<file path="src/bcs_pkg.sv">
/*
  Shared types and constants of the buck fault and bias supervisor.
  Assumes a 40 MHz hclk; all time figures are turned into cycle counts here.
*/
package bcs_pkg;

  localparam int unsigned BCS_CLK_NS = 25;
  localparam int unsigned BCS_PER_W  = 12;
  localparam int unsigned BCS_SS_W   = 11;
  localparam int unsigned BCS_HIC_W  = 20;

  // sample window and short-off-time sample delay
  localparam int unsigned BCS_SMP_WIN_NS  = 30;
  localparam int unsigned BCS_SMP_WIN_CYC =
    (BCS_SMP_WIN_NS / BCS_CLK_NS < 1) ? 1 : BCS_SMP_WIN_NS / BCS_CLK_NS;
  localparam int unsigned BCS_SMP_DLY_NS  = 40;
  localparam int unsigned BCS_SMP_DLY_CYC =
    (BCS_SMP_DLY_NS + BCS_CLK_NS - 1) / BCS_CLK_NS;
  localparam int unsigned BCS_EIGHTH_SHIFT = 3;
  // drive register plus two synchroniser stages between a drive and its sense
  localparam int unsigned BCS_SENSE_LAT_CYC = 3;

  // hiccup interval
  localparam int unsigned BCS_HICCUP_US  = 20480;
  localparam int unsigned BCS_HICCUP_CYC = BCS_HICCUP_US * 1000 / BCS_CLK_NS;

  // soft-start: one code step is 1 mV, rate 0.4 mV/us = 400 uV/us
  localparam int unsigned BCS_SS_RATE_UV_US = 400;
  localparam int unsigned BCS_SS_STEP_CYC =
    (1000 * 1000 / BCS_SS_RATE_UV_US) / BCS_CLK_NS;
  localparam logic [10:0] BCS_SS_TOP_MV = 11'h5DC;

  localparam logic [8:0]  BCS_ZC_COUNT   = 9'h100;
  localparam logic [11:0] BCS_PER_MIN    = 12'h008;
  localparam logic [11:0] BCS_SYNC_MAX   = 12'hFFF;
  localparam logic [11:0] BCS_PER_RESET  = 12'h042;
  localparam logic [11:0] BCS_DUTY_RESET = 12'h008;

  // overcurrent limits for the three strap states (sense code units)
  localparam logic [7:0] BCS_LIM_FLOAT = 8'h80;
  localparam logic [7:0] BCS_LIM_HIGH  = 8'hC0;
  localparam logic [7:0] BCS_LIM_LOW   = 8'h40;

  localparam logic [31:0] BCS_REG_PERIOD = 32'h0000_0000;
  localparam logic [31:0] BCS_REG_DUTY   = 32'h0000_0004;
  localparam logic [31:0] BCS_REG_STATUS = 32'h0000_0008;
  localparam logic [31:0] BCS_REG_LEVEL  = 32'h0000_000C;

  typedef enum logic [2:0] {
    BCS_OFF, BCS_SS, BCS_RUN, BCS_HIC, BCS_HOT
  } bcs_mode_t;

  typedef struct packed {
    logic       enable_ok;
    logic       bias_ok;
    logic       thermal_trip;
    logic       zero_cross;
    logic       power_input_high;
    logic       freq_set_sync_input;
    logic       strap_high;
    logic       strap_low;
    logic [7:0] ls_current;
  } bcs_sense_t;

  typedef struct packed {
    logic high_side_drive;
    logic low_side_drive;
    logic ldo_high;
    logic feed_forward_on;
    logic overcurrent_flag;
  } bcs_drive_t;

  typedef struct packed {
    logic [23:0] rsv;
    logic        ext_sync;
    logic        feed_fwd;
    logic        ldo_high;
    logic        thermal;
    logic        oc;
    logic [2:0]  mode;
  } bcs_status_t;

endpackage

</file>
<file path="src/bcs_fault_bias.sv">
/*
  Supervisor of a synchronous buck stage: PWM timing, overcurrent hiccup,
  thermal restart, sync handover, feed-forward select and gate-bias level,
  with an AHB-Lite register slave.
  Assumes sense comparators arrive asynchronously and the bus runs on hclk.
*/
// The address map and the AHB-Lite register port were decided locally.
// Overview of operation
// - enable below shutdown threshold forces both gate drives off.
// - strap state (float, high, low) selects one of three current limits.
// - sample low-side current one 30 ns window, period/8 before the valley.
// - with low-side on under period/8, sample 40 ns after it turns on.
// - sampled current above the selected limit is an overcurrent event.
// - on overcurrent latch the flag and hold soft-start at zero 20.48 ms.
// - after hiccup clear the flag and soft-start again; repeat while overloaded.
// - thermal trip turns both switches off and resets soft-start.
// - when temperature recovers restart automatically through soft-start.
// - arriving sync clock moves the period gradually toward its period.
// - removed sync clock returns the period gradually to free-running.
// - feed-forward ramp on above 6.2 V input, fixed ramp below.
// - 256 consecutive zero crossings at low-side fall select 4.4 V bias.
// - a cycle without zero crossing clears the count, bias back to 6.8 V.
// - a turn-on from OFF starts with the 6.8 V bias level.
// - with enable low the bias level is 4.4 V.
// - soft-start begins only when bias and enable are both ready.
// - soft-start ramps 0.4 mV/us from zero up to 1.5 V.
// - overcurrent detection stays active during every soft-start.
`timescale 1ns/100ps
module bcs_fault_bias
  import bcs_pkg::*;
#(
  parameter int unsigned HICCUP_CYC = BCS_HICCUP_CYC
)
(
  input  wire logic        hclk,
  input  wire logic        hresetn,
  input  wire logic        hsel,
  input  wire logic [31:0] haddr,
  input  wire logic [1:0]  htrans,
  input  wire logic        hwrite,
  input  wire logic [2:0]  hsize,
  input  wire logic [31:0] hwdata,
  input  wire logic        hready,
  output logic      [31:0] hrdata,
  output logic             hreadyout,
  output logic             hresp,
  input  wire bcs_sense_t  sense,
  output bcs_drive_t       drive,
  output logic      [10:0] ss_level
);

  typedef struct packed {
    bcs_sense_t             s1;
    bcs_sense_t             s2;
    logic                   sync_d;
    bcs_mode_t              st;
    logic [BCS_SS_W-1:0]    ss;
    logic [7:0]             ss_div;
    logic [BCS_HIC_W-1:0]   hic;
    logic                   oc;
    logic [BCS_PER_W-1:0]   phase;
    logic [BCS_PER_W-1:0]   per;
    logic [BCS_PER_W-1:0]   per_fr;
    logic [BCS_PER_W-1:0]   duty;
    logic [BCS_PER_W-1:0]   ext_per;
    logic [BCS_PER_W-1:0]   ext_cnt;
    logic                   ext_ok;
    logic [8:0]             zc_cnt;
    logic [1:0]             ls_hist;
    logic                   a_wr;
    logic [31:0]            a_addr;
    logic [31:0]            rdata;
    bcs_drive_t             drv;
  } bcs_fb_state_t;

  bcs_fb_state_t           s;
  bcs_fb_state_t           next_s;
  logic                    por;
  logic                    hot;
  logic                    active;
  logic                    samp_hit;
  logic                    over;
  logic                    hs_on;
  logic                    ls_on;
  logic                    ls_fall;
  logic                    ap;
  logic [BCS_PER_W-1:0]    duty_e;
  logic [BCS_PER_W-1:0]    eighth;
  logic [BCS_PER_W-1:0]    samp;
  logic [BCS_PER_W-1:0]    tgt;
  bcs_status_t             stat;

  // three-state strap: both sense bits are decoded from one pin
  function automatic logic [7:0] oc_limit(input logic hi, input logic lo);
    oc_limit = hi ? BCS_LIM_HIGH : (lo ? BCS_LIM_LOW : BCS_LIM_FLOAT);
  endfunction

  function automatic logic [BCS_PER_W-1:0] step_to(
    input logic [BCS_PER_W-1:0] cur,
    input logic [BCS_PER_W-1:0] dst);
    if (cur < dst)
      step_to = cur + 12'h001;
    else if (cur > dst)
      step_to = cur - 12'h001;
    else
      step_to = cur;
  endfunction

  always_comb
  begin
    next_s = s;
    next_s.s1 = sense;
    next_s.s2 = s.s1;
    next_s.sync_d = s.s2.freq_set_sync_input;
    // low-side drive as it stood when the synchronised current was taken
    next_s.ls_hist = {s.ls_hist[0], s.drv.low_side_drive};

    por = s.s2.enable_ok && s.s2.bias_ok;
    hot = s.s2.thermal_trip;
    active = (s.st == BCS_SS) || (s.st == BCS_RUN);

    // pwm timing within one switching period
    duty_e = (s.duty < s.per) ? s.duty : s.per - 12'h001;
    eighth = s.per >> BCS_EIGHTH_SHIFT;
    if (s.per - duty_e >= eighth)
      samp = s.per - eighth;
    else
      // sense latency added; no sample if the low side ends before that
      samp = duty_e + 12'(BCS_SMP_DLY_CYC + BCS_SENSE_LAT_CYC);
    // a stale sample from before the low side conducted would false-trip
    samp_hit = active && s.ls_hist[1] && (s.phase >= samp)
               && (s.phase < samp + BCS_SMP_WIN_CYC[BCS_PER_W-1:0]);
    over = s.s2.ls_current
           > oc_limit(s.s2.strap_high, s.s2.strap_low);
    hs_on = active && por && !hot && (s.phase < duty_e);
    ls_on = active && por && !hot && !hs_on;
    ls_fall = s.drv.low_side_drive && !ls_on;

    // period walks one cycle per switching period, never jumps
    tgt = s.ext_ok ? s.ext_per : s.per_fr;
    if (s.phase >= s.per - 12'h001)
    begin
      next_s.phase = '0;
      next_s.per = step_to(s.per, tgt);
    end
    else
      next_s.phase = s.phase + 12'h001;

    // sync period measured edge to edge; a long gap means it is gone
    if (s.s2.freq_set_sync_input && !s.sync_d)
    begin
      next_s.ext_cnt = 12'h001;
      if (s.ext_cnt >= BCS_PER_MIN && s.ext_cnt < BCS_SYNC_MAX)
      begin
        next_s.ext_per = s.ext_cnt;
        next_s.ext_ok = 1'b1;
      end
    end
    else if (s.ext_cnt < BCS_SYNC_MAX)
      next_s.ext_cnt = s.ext_cnt + 12'h001;
    else
      next_s.ext_ok = 1'b0;

    // mode sequencing; shutdown and thermal take precedence
    if (!por)
    begin
      next_s.st = BCS_OFF;
      next_s.ss = '0;
      next_s.oc = 1'b0;
    end
    else if (hot)
    begin
      next_s.st = BCS_HOT;
      next_s.ss = '0;
      next_s.oc = 1'b0;
    end
    else
    begin
      unique case (s.st)
        BCS_OFF, BCS_HOT:
        begin
          next_s.st = BCS_SS;
          next_s.ss = '0;
          next_s.ss_div = '0;
        end
        BCS_SS, BCS_RUN:
        begin
          if (samp_hit && over)
          begin
            next_s.st = BCS_HIC;
            next_s.oc = 1'b1;
            next_s.hic = '0;
            next_s.ss = '0;
          end
          else if (s.st == BCS_SS)
          begin
            if (s.ss >= BCS_SS_TOP_MV)
              next_s.st = BCS_RUN;
            else if (s.ss_div == 8'(BCS_SS_STEP_CYC - 1))
            begin
              next_s.ss_div = '0;
              next_s.ss = s.ss + 11'h001;
            end
            else
              next_s.ss_div = s.ss_div + 8'h01;
          end
        end
        BCS_HIC:
        begin
          if (s.hic == BCS_HIC_W'(HICCUP_CYC - 1))
          begin
            next_s.st = BCS_SS;
            next_s.oc = 1'b0;
            next_s.ss_div = '0;
          end
          else
            next_s.hic = s.hic + 20'h00001;
        end
      endcase
    end

    // gate-bias level from consecutive zero crossings
    if (!s.s2.enable_ok)
    begin
      next_s.drv.ldo_high = 1'b0;
      next_s.zc_cnt = '0;
    end
    else if (s.st == BCS_OFF)
    begin
      next_s.drv.ldo_high = 1'b1;
      next_s.zc_cnt = '0;
    end
    else if (ls_fall)
    begin
      if (!s.s2.zero_cross)
      begin
        next_s.zc_cnt = '0;
        next_s.drv.ldo_high = 1'b1;
      end
      else if (s.zc_cnt < BCS_ZC_COUNT - 9'h001)
        next_s.zc_cnt = s.zc_cnt + 9'h001;
      else
      begin
        next_s.zc_cnt = BCS_ZC_COUNT;
        next_s.drv.ldo_high = 1'b0;
      end
    end

    next_s.drv.high_side_drive = hs_on;
    next_s.drv.low_side_drive = ls_on;
    next_s.drv.feed_forward_on = s.s2.power_input_high;
    next_s.drv.overcurrent_flag = next_s.oc;

    // ahb-lite: zero wait states, read data is registered at address phase
    stat = '0;
    stat.ext_sync = s.ext_ok;
    stat.feed_fwd = s.drv.feed_forward_on;
    stat.ldo_high = s.drv.ldo_high;
    stat.thermal = hot;
    stat.oc = s.oc;
    stat.mode = s.st;
    ap = hsel && htrans[1] && hready;
    next_s.a_wr = ap && hwrite;
    if (ap)
      next_s.a_addr = haddr;
    if (ap && !hwrite)
    begin
      unique case (haddr)
        BCS_REG_PERIOD: next_s.rdata = {20'h00000, s.per_fr};
        BCS_REG_DUTY:   next_s.rdata = {20'h00000, s.duty};
        BCS_REG_STATUS: next_s.rdata = stat;
        BCS_REG_LEVEL:  next_s.rdata = {4'h0, s.per, 5'h00, s.ss};
        default:        next_s.rdata = '0;
      endcase
    end
    if (s.a_wr)
    begin
      if (s.a_addr == BCS_REG_PERIOD)
        next_s.per_fr = (hwdata[11:0] < BCS_PER_MIN) ? BCS_PER_MIN
                                                      : hwdata[11:0];
      else if (s.a_addr == BCS_REG_DUTY)
        next_s.duty = hwdata[11:0];
    end
  end

  always_ff @(posedge hclk or negedge hresetn)
  begin
    if (!hresetn)
    begin
      s <= '0;
      s.st <= BCS_OFF;
      s.per <= BCS_PER_RESET;
      s.per_fr <= BCS_PER_RESET;
      s.duty <= BCS_DUTY_RESET;
    end
    else
      s <= next_s;
  end

  assign hrdata = s.rdata;
  assign hreadyout = 1'b1;
  assign hresp = 1'b0;
  assign drive = s.drv;
  assign ss_level = s.ss;
endmodule

</file>
<file path="config.mk">
export PLATFORM = sky130hd
export DESIGN_NAME = bcs_fault_bias
export DESIGN_NICKNAME = d
export VERILOG_FILES = /design/src/bcs_pkg.sv /design/src/bcs_fault_bias.sv
export SDC_FILE = /design/constraint.sdc
export NUM_CORES = 1
export LEC_CHECK = 0
export ABC_AREA = 1
export BUFFER_PORTS_ARGS = -buffer_cell sky130_fd_sc_hd__buf_4
export CAP_MARGIN = 20
export CORE_MARGIN = 2
export CORE_UTILIZATION = 37
export DETAILED_ROUTE_END_ITERATION = 10
export PLACE_DENSITY = 0.65
export SLEW_MARGIN = 20
export SYNTH_ARGS = -nofsm -noshare
export SYNTH_HDL_FRONTEND = slang
export SYNTH_SLANG_ARGS = --single-unit
</file>
<file path="constraint.sdc">
create_clock -name hclk -period 7.6 [get_ports hclk]
set_clock_uncertainty 0.05 [all_clocks]
set_input_delay 1.52 -clock hclk [delete_from_list [all_inputs] [get_ports hclk]]
set_output_delay 1.52 -clock hclk [all_outputs]
set_load 0.005 [all_outputs]
</file>
==> qor.yml <==
outcome:
  status: "finished, final reports clean"
synth:
  ys.flop_type: "dfrtp_1"
  ys_types: 58
  syn_area_um2: 14320
  syn_avg_cell_area_um2: 7.818
  synth_area_leaders: "dfrtp_1, nand2_1, ha_1"
  synth_area_leader_cell: "dfrtp_1"
  synth-edff-count: 0
  ys_seq_area_share_pct: 38.66
  ys_warn_count: 0
  synth_top_area_share_pct: 37.74
  ys_ff_latch: 221
  ys_async_sr_fraction_pct: 100.0
  netlist_instances: 1832
pwr:
  internal_power_w: 0.002211
  combPwrFrac_pct: 10.2
  total_power_w: 0.002942
  power_per_cell_area_nw_per_um2: 173.8
  p_leak_nw: 8.474
  ir_worst_vdd_mv: 0.1702
  p_sw_share_pct: 24.84
  seq_power_share_pct: 43.9
  p_clk_share_pct: 45.9
  p_sw_w: 0.0007310
detailed_routing:
  viasPerCell: 4.982
  via_count: 12346
  wire_per_inst_um: 14.98
  drcViolationCount: 0
  drt_pass1_iterations: 5
  totalWireLength_um: 37130
  dr.first_iter.drc_count: 739
  ant_nets: 0
layout:
  diodes: 0
  multi_input_area_um2: 7553
  layout-area-overhead-vs-synth_pct: 18.21
  fillers: 3812
  register_area_um2: 5538
  nets: 2141
  instances_no_fill: 2478
  layout-drive-gt1-share_pct: 15.51
clock_network:
  cts_tree: "yes"
  cts_buffers: 26
  cts_buffer_depth: 3
  clock_sinks: 221
  htree_levels: 1
  postCtsHoldBufs: 0
  cts.clk_slew.worst_paths_ns: 0.06
  insertion_delay_ns: 0.54
  cts_root_buffer: "clkbuf_16"
grt:
  grt_usage_pct: 18.19
  grt_pass1_wl_um: 60240
  overflow: 0
  grt_pass1_vias: 11709
  grt_max_degree: 135
  antenna_found_initial: 0
setup_path:
  crit_path_start_kind: "flop"
  worst_path_largest_cell_delay_ns: 0.46
  crit_start: "s[117]"
  r2r_start: "s[117]"
  crit_slowest_cell: "dfrtp_2"
  critPathKind: "reg -> reg"
  required_ns: 7.98
  cpMostUsedCell: "nand2_1"
  cp.arrival_ns: 7.55
  cp_max_fo: 10
  critPathCaptureType: "flop"
sta:
  fin_crit_sh_pct: 94.34
  fmax_mhz: 139.5
  finalHoldViolCount: 0
  fin_crit_ns: 7.170
  setup_viol: 0
  max_slew_margin_pct: 37.91
  tightest_slew_ns: 0.9288
  slew_viol_final: 0
floorplan:
  core-area_um2: 38470
  rows: 72
  io_pins: 140
  dieWidth_um: 200.7
  initial_utilization_pct: 37.23
  die_area_um2: 40300
  die_h_um: 200.7
flow_run:
  cap_viol_max_count: 0
place:
  io_buffers: 105
  hpwl_um: 28200
  place_inst: 2414
  gp_congestion: 0.8836
hold_path:
  hp-class: "reg -> reg"
  holdCritStartpoint: "next_s[200]"
[cells by family after synthesis]
group / synth area share, %
buffers and inverters: 10.54
DFF: 38.66
muxes: 1.634
other: 0.05244
adders and majority gates: 9.627
xor gates and xnor gates: 5.198
and+or+nand+nor: 23.86
AOI/OAI and AO/OA: 10.43
[synth_stat cells (6+ instances only)]
cell type and n:
o21ai_1 20, mux2i_1 11, o21bai_1 7, clkbuf_1 29, ha_1 107, nor2_1 157
o21ai_0 130, xnor2_1 14, a21oi_1 60, inv_1 241, nand4_1 45, o31ai_1 6
nand2_2 11, or2_2 8, a31oi_1 7, nor3_1 36, nand3_1 76, dfrtp_1 216
mux2_2 11, nor4_1 20, nand2_1 406, xor2_1 71, buf_4 52, o22ai_1 12
inv_2 6
[metal layers]
metal  part of all wire, %  GRT usage (%)  routed length [um]  vias to the layer above
li1                      -              -                   -                     6158
met1                    46          24.71               17100                     5850
met2                    46          29.72               17170                      266
met3                   4.8          2.808                1769                       72
met4                   2.9          6.058                1095                        0
met5                     0              0                   0                        -
[metrics by stage]
| stage | setup TNS, ns | hold slack, ns | area (um^2) | utilization (%) | setup WS, ns |
|---|---|---|---|---|---|
| 5_1_grt | -1.063 | 0.2987 | 16930 | 44.01 | -0.06463 |
| 6_report | 0 | 0.2960 | 16930 | 44.01 | 0.4300 |
| 3_3_place_gp | 0 | 0.2817 | 15570 | 40.47 | 0.3051 |
| 3_5_place_dp | 0 | 0.2847 | 15570 | 40.47 | 0.2350 |
| 4_1_cts | 0 | 0.2976 | 16500 | 42.89 | 0.1988 |
| 2_1_floorplan | 0 | 0.2812 | 14350 | - | 0.4598 |
[layout by cell type (no fill, tap or decap), types with 11 or more instances in the layout]
master and instances:
nand2_1 394, inv_1 236, dfrtp_1 215, nor2_1 155
buf_4 154, o21ai_0 126, ha_1 104, nand3_1 75
xor2_1 71, a21oi_1 54, nand4_1 45, nor3_1 36
clkbuf_16 29, nor4_1 19, o21ai_1 19, nand2_2 16
xnor2_1 14, o22ai_1 12, mux2i_1 11, mux2_2 11
[timing repair]
item	in CTS	in global routing
resized for setup	0	61
setup endpoints to repair	0	42
buffers inserted	0	14
[layout make-up]
cell class                      instances  area share [%]
Clock buffer                           34           4.383
Sequential cell                       221           32.71
Tap cell                              518           3.828
Clock inverter                         12           1.116
Inverter                              249           5.535
Timing Repair Buffer                  163           7.812
Multi-Input combinational cell       1281           44.62
[power by group through the flow]
| stage | sequential, W | clock (W) | combinational [W] |
|---|---|---|---|
| global placement | 0.00131 | 0 | 0.000287 |
| CTS | 0.00129 | 0.00138 | 0.000297 |
| global route | 0.00130 | 0.00144 | 0.000342 |
| detailed placement | 0.00131 | 0 | 0.000295 |
| floorplan | 0.00129 | 0 | 0.000206 |
| finish | 0.00129 | 0.00135 | 0.000299 |
[worst paths after layout]
path	end	slack, ns	cells past startpoint
min in group asynchronous	next_s[208]	0.83	1
setup / recovery	s[157]	0.43	50
hold reg to reg	s[200]	0.30	0
hold / removal	s[200]	0.30	0
max in group asynchronous	hrdata[19]	5.50	2
setup reg to reg	s[157]	0.43	50
[registers in the layout (all words and copies together), names as in the netlist]
register / count
drive: 5
eighth: 9
hot: 1
hrdata: 24
next_s: 19
s: 152
ss_level: 11
[worst max-delay path: cells and delay by family (launching register included)]
family,cells,cell delay (ns)
and+or+nand+nor,21,1.97
AOI/OAI and AO/OA,14,2.11
DFF,1,0.46
adders and majority gates,5,1.33
buffers and inverters,8,0.79
xor gates and xnor gates,2,0.32
Note: power is estimated with default switching activity, not from simulation.
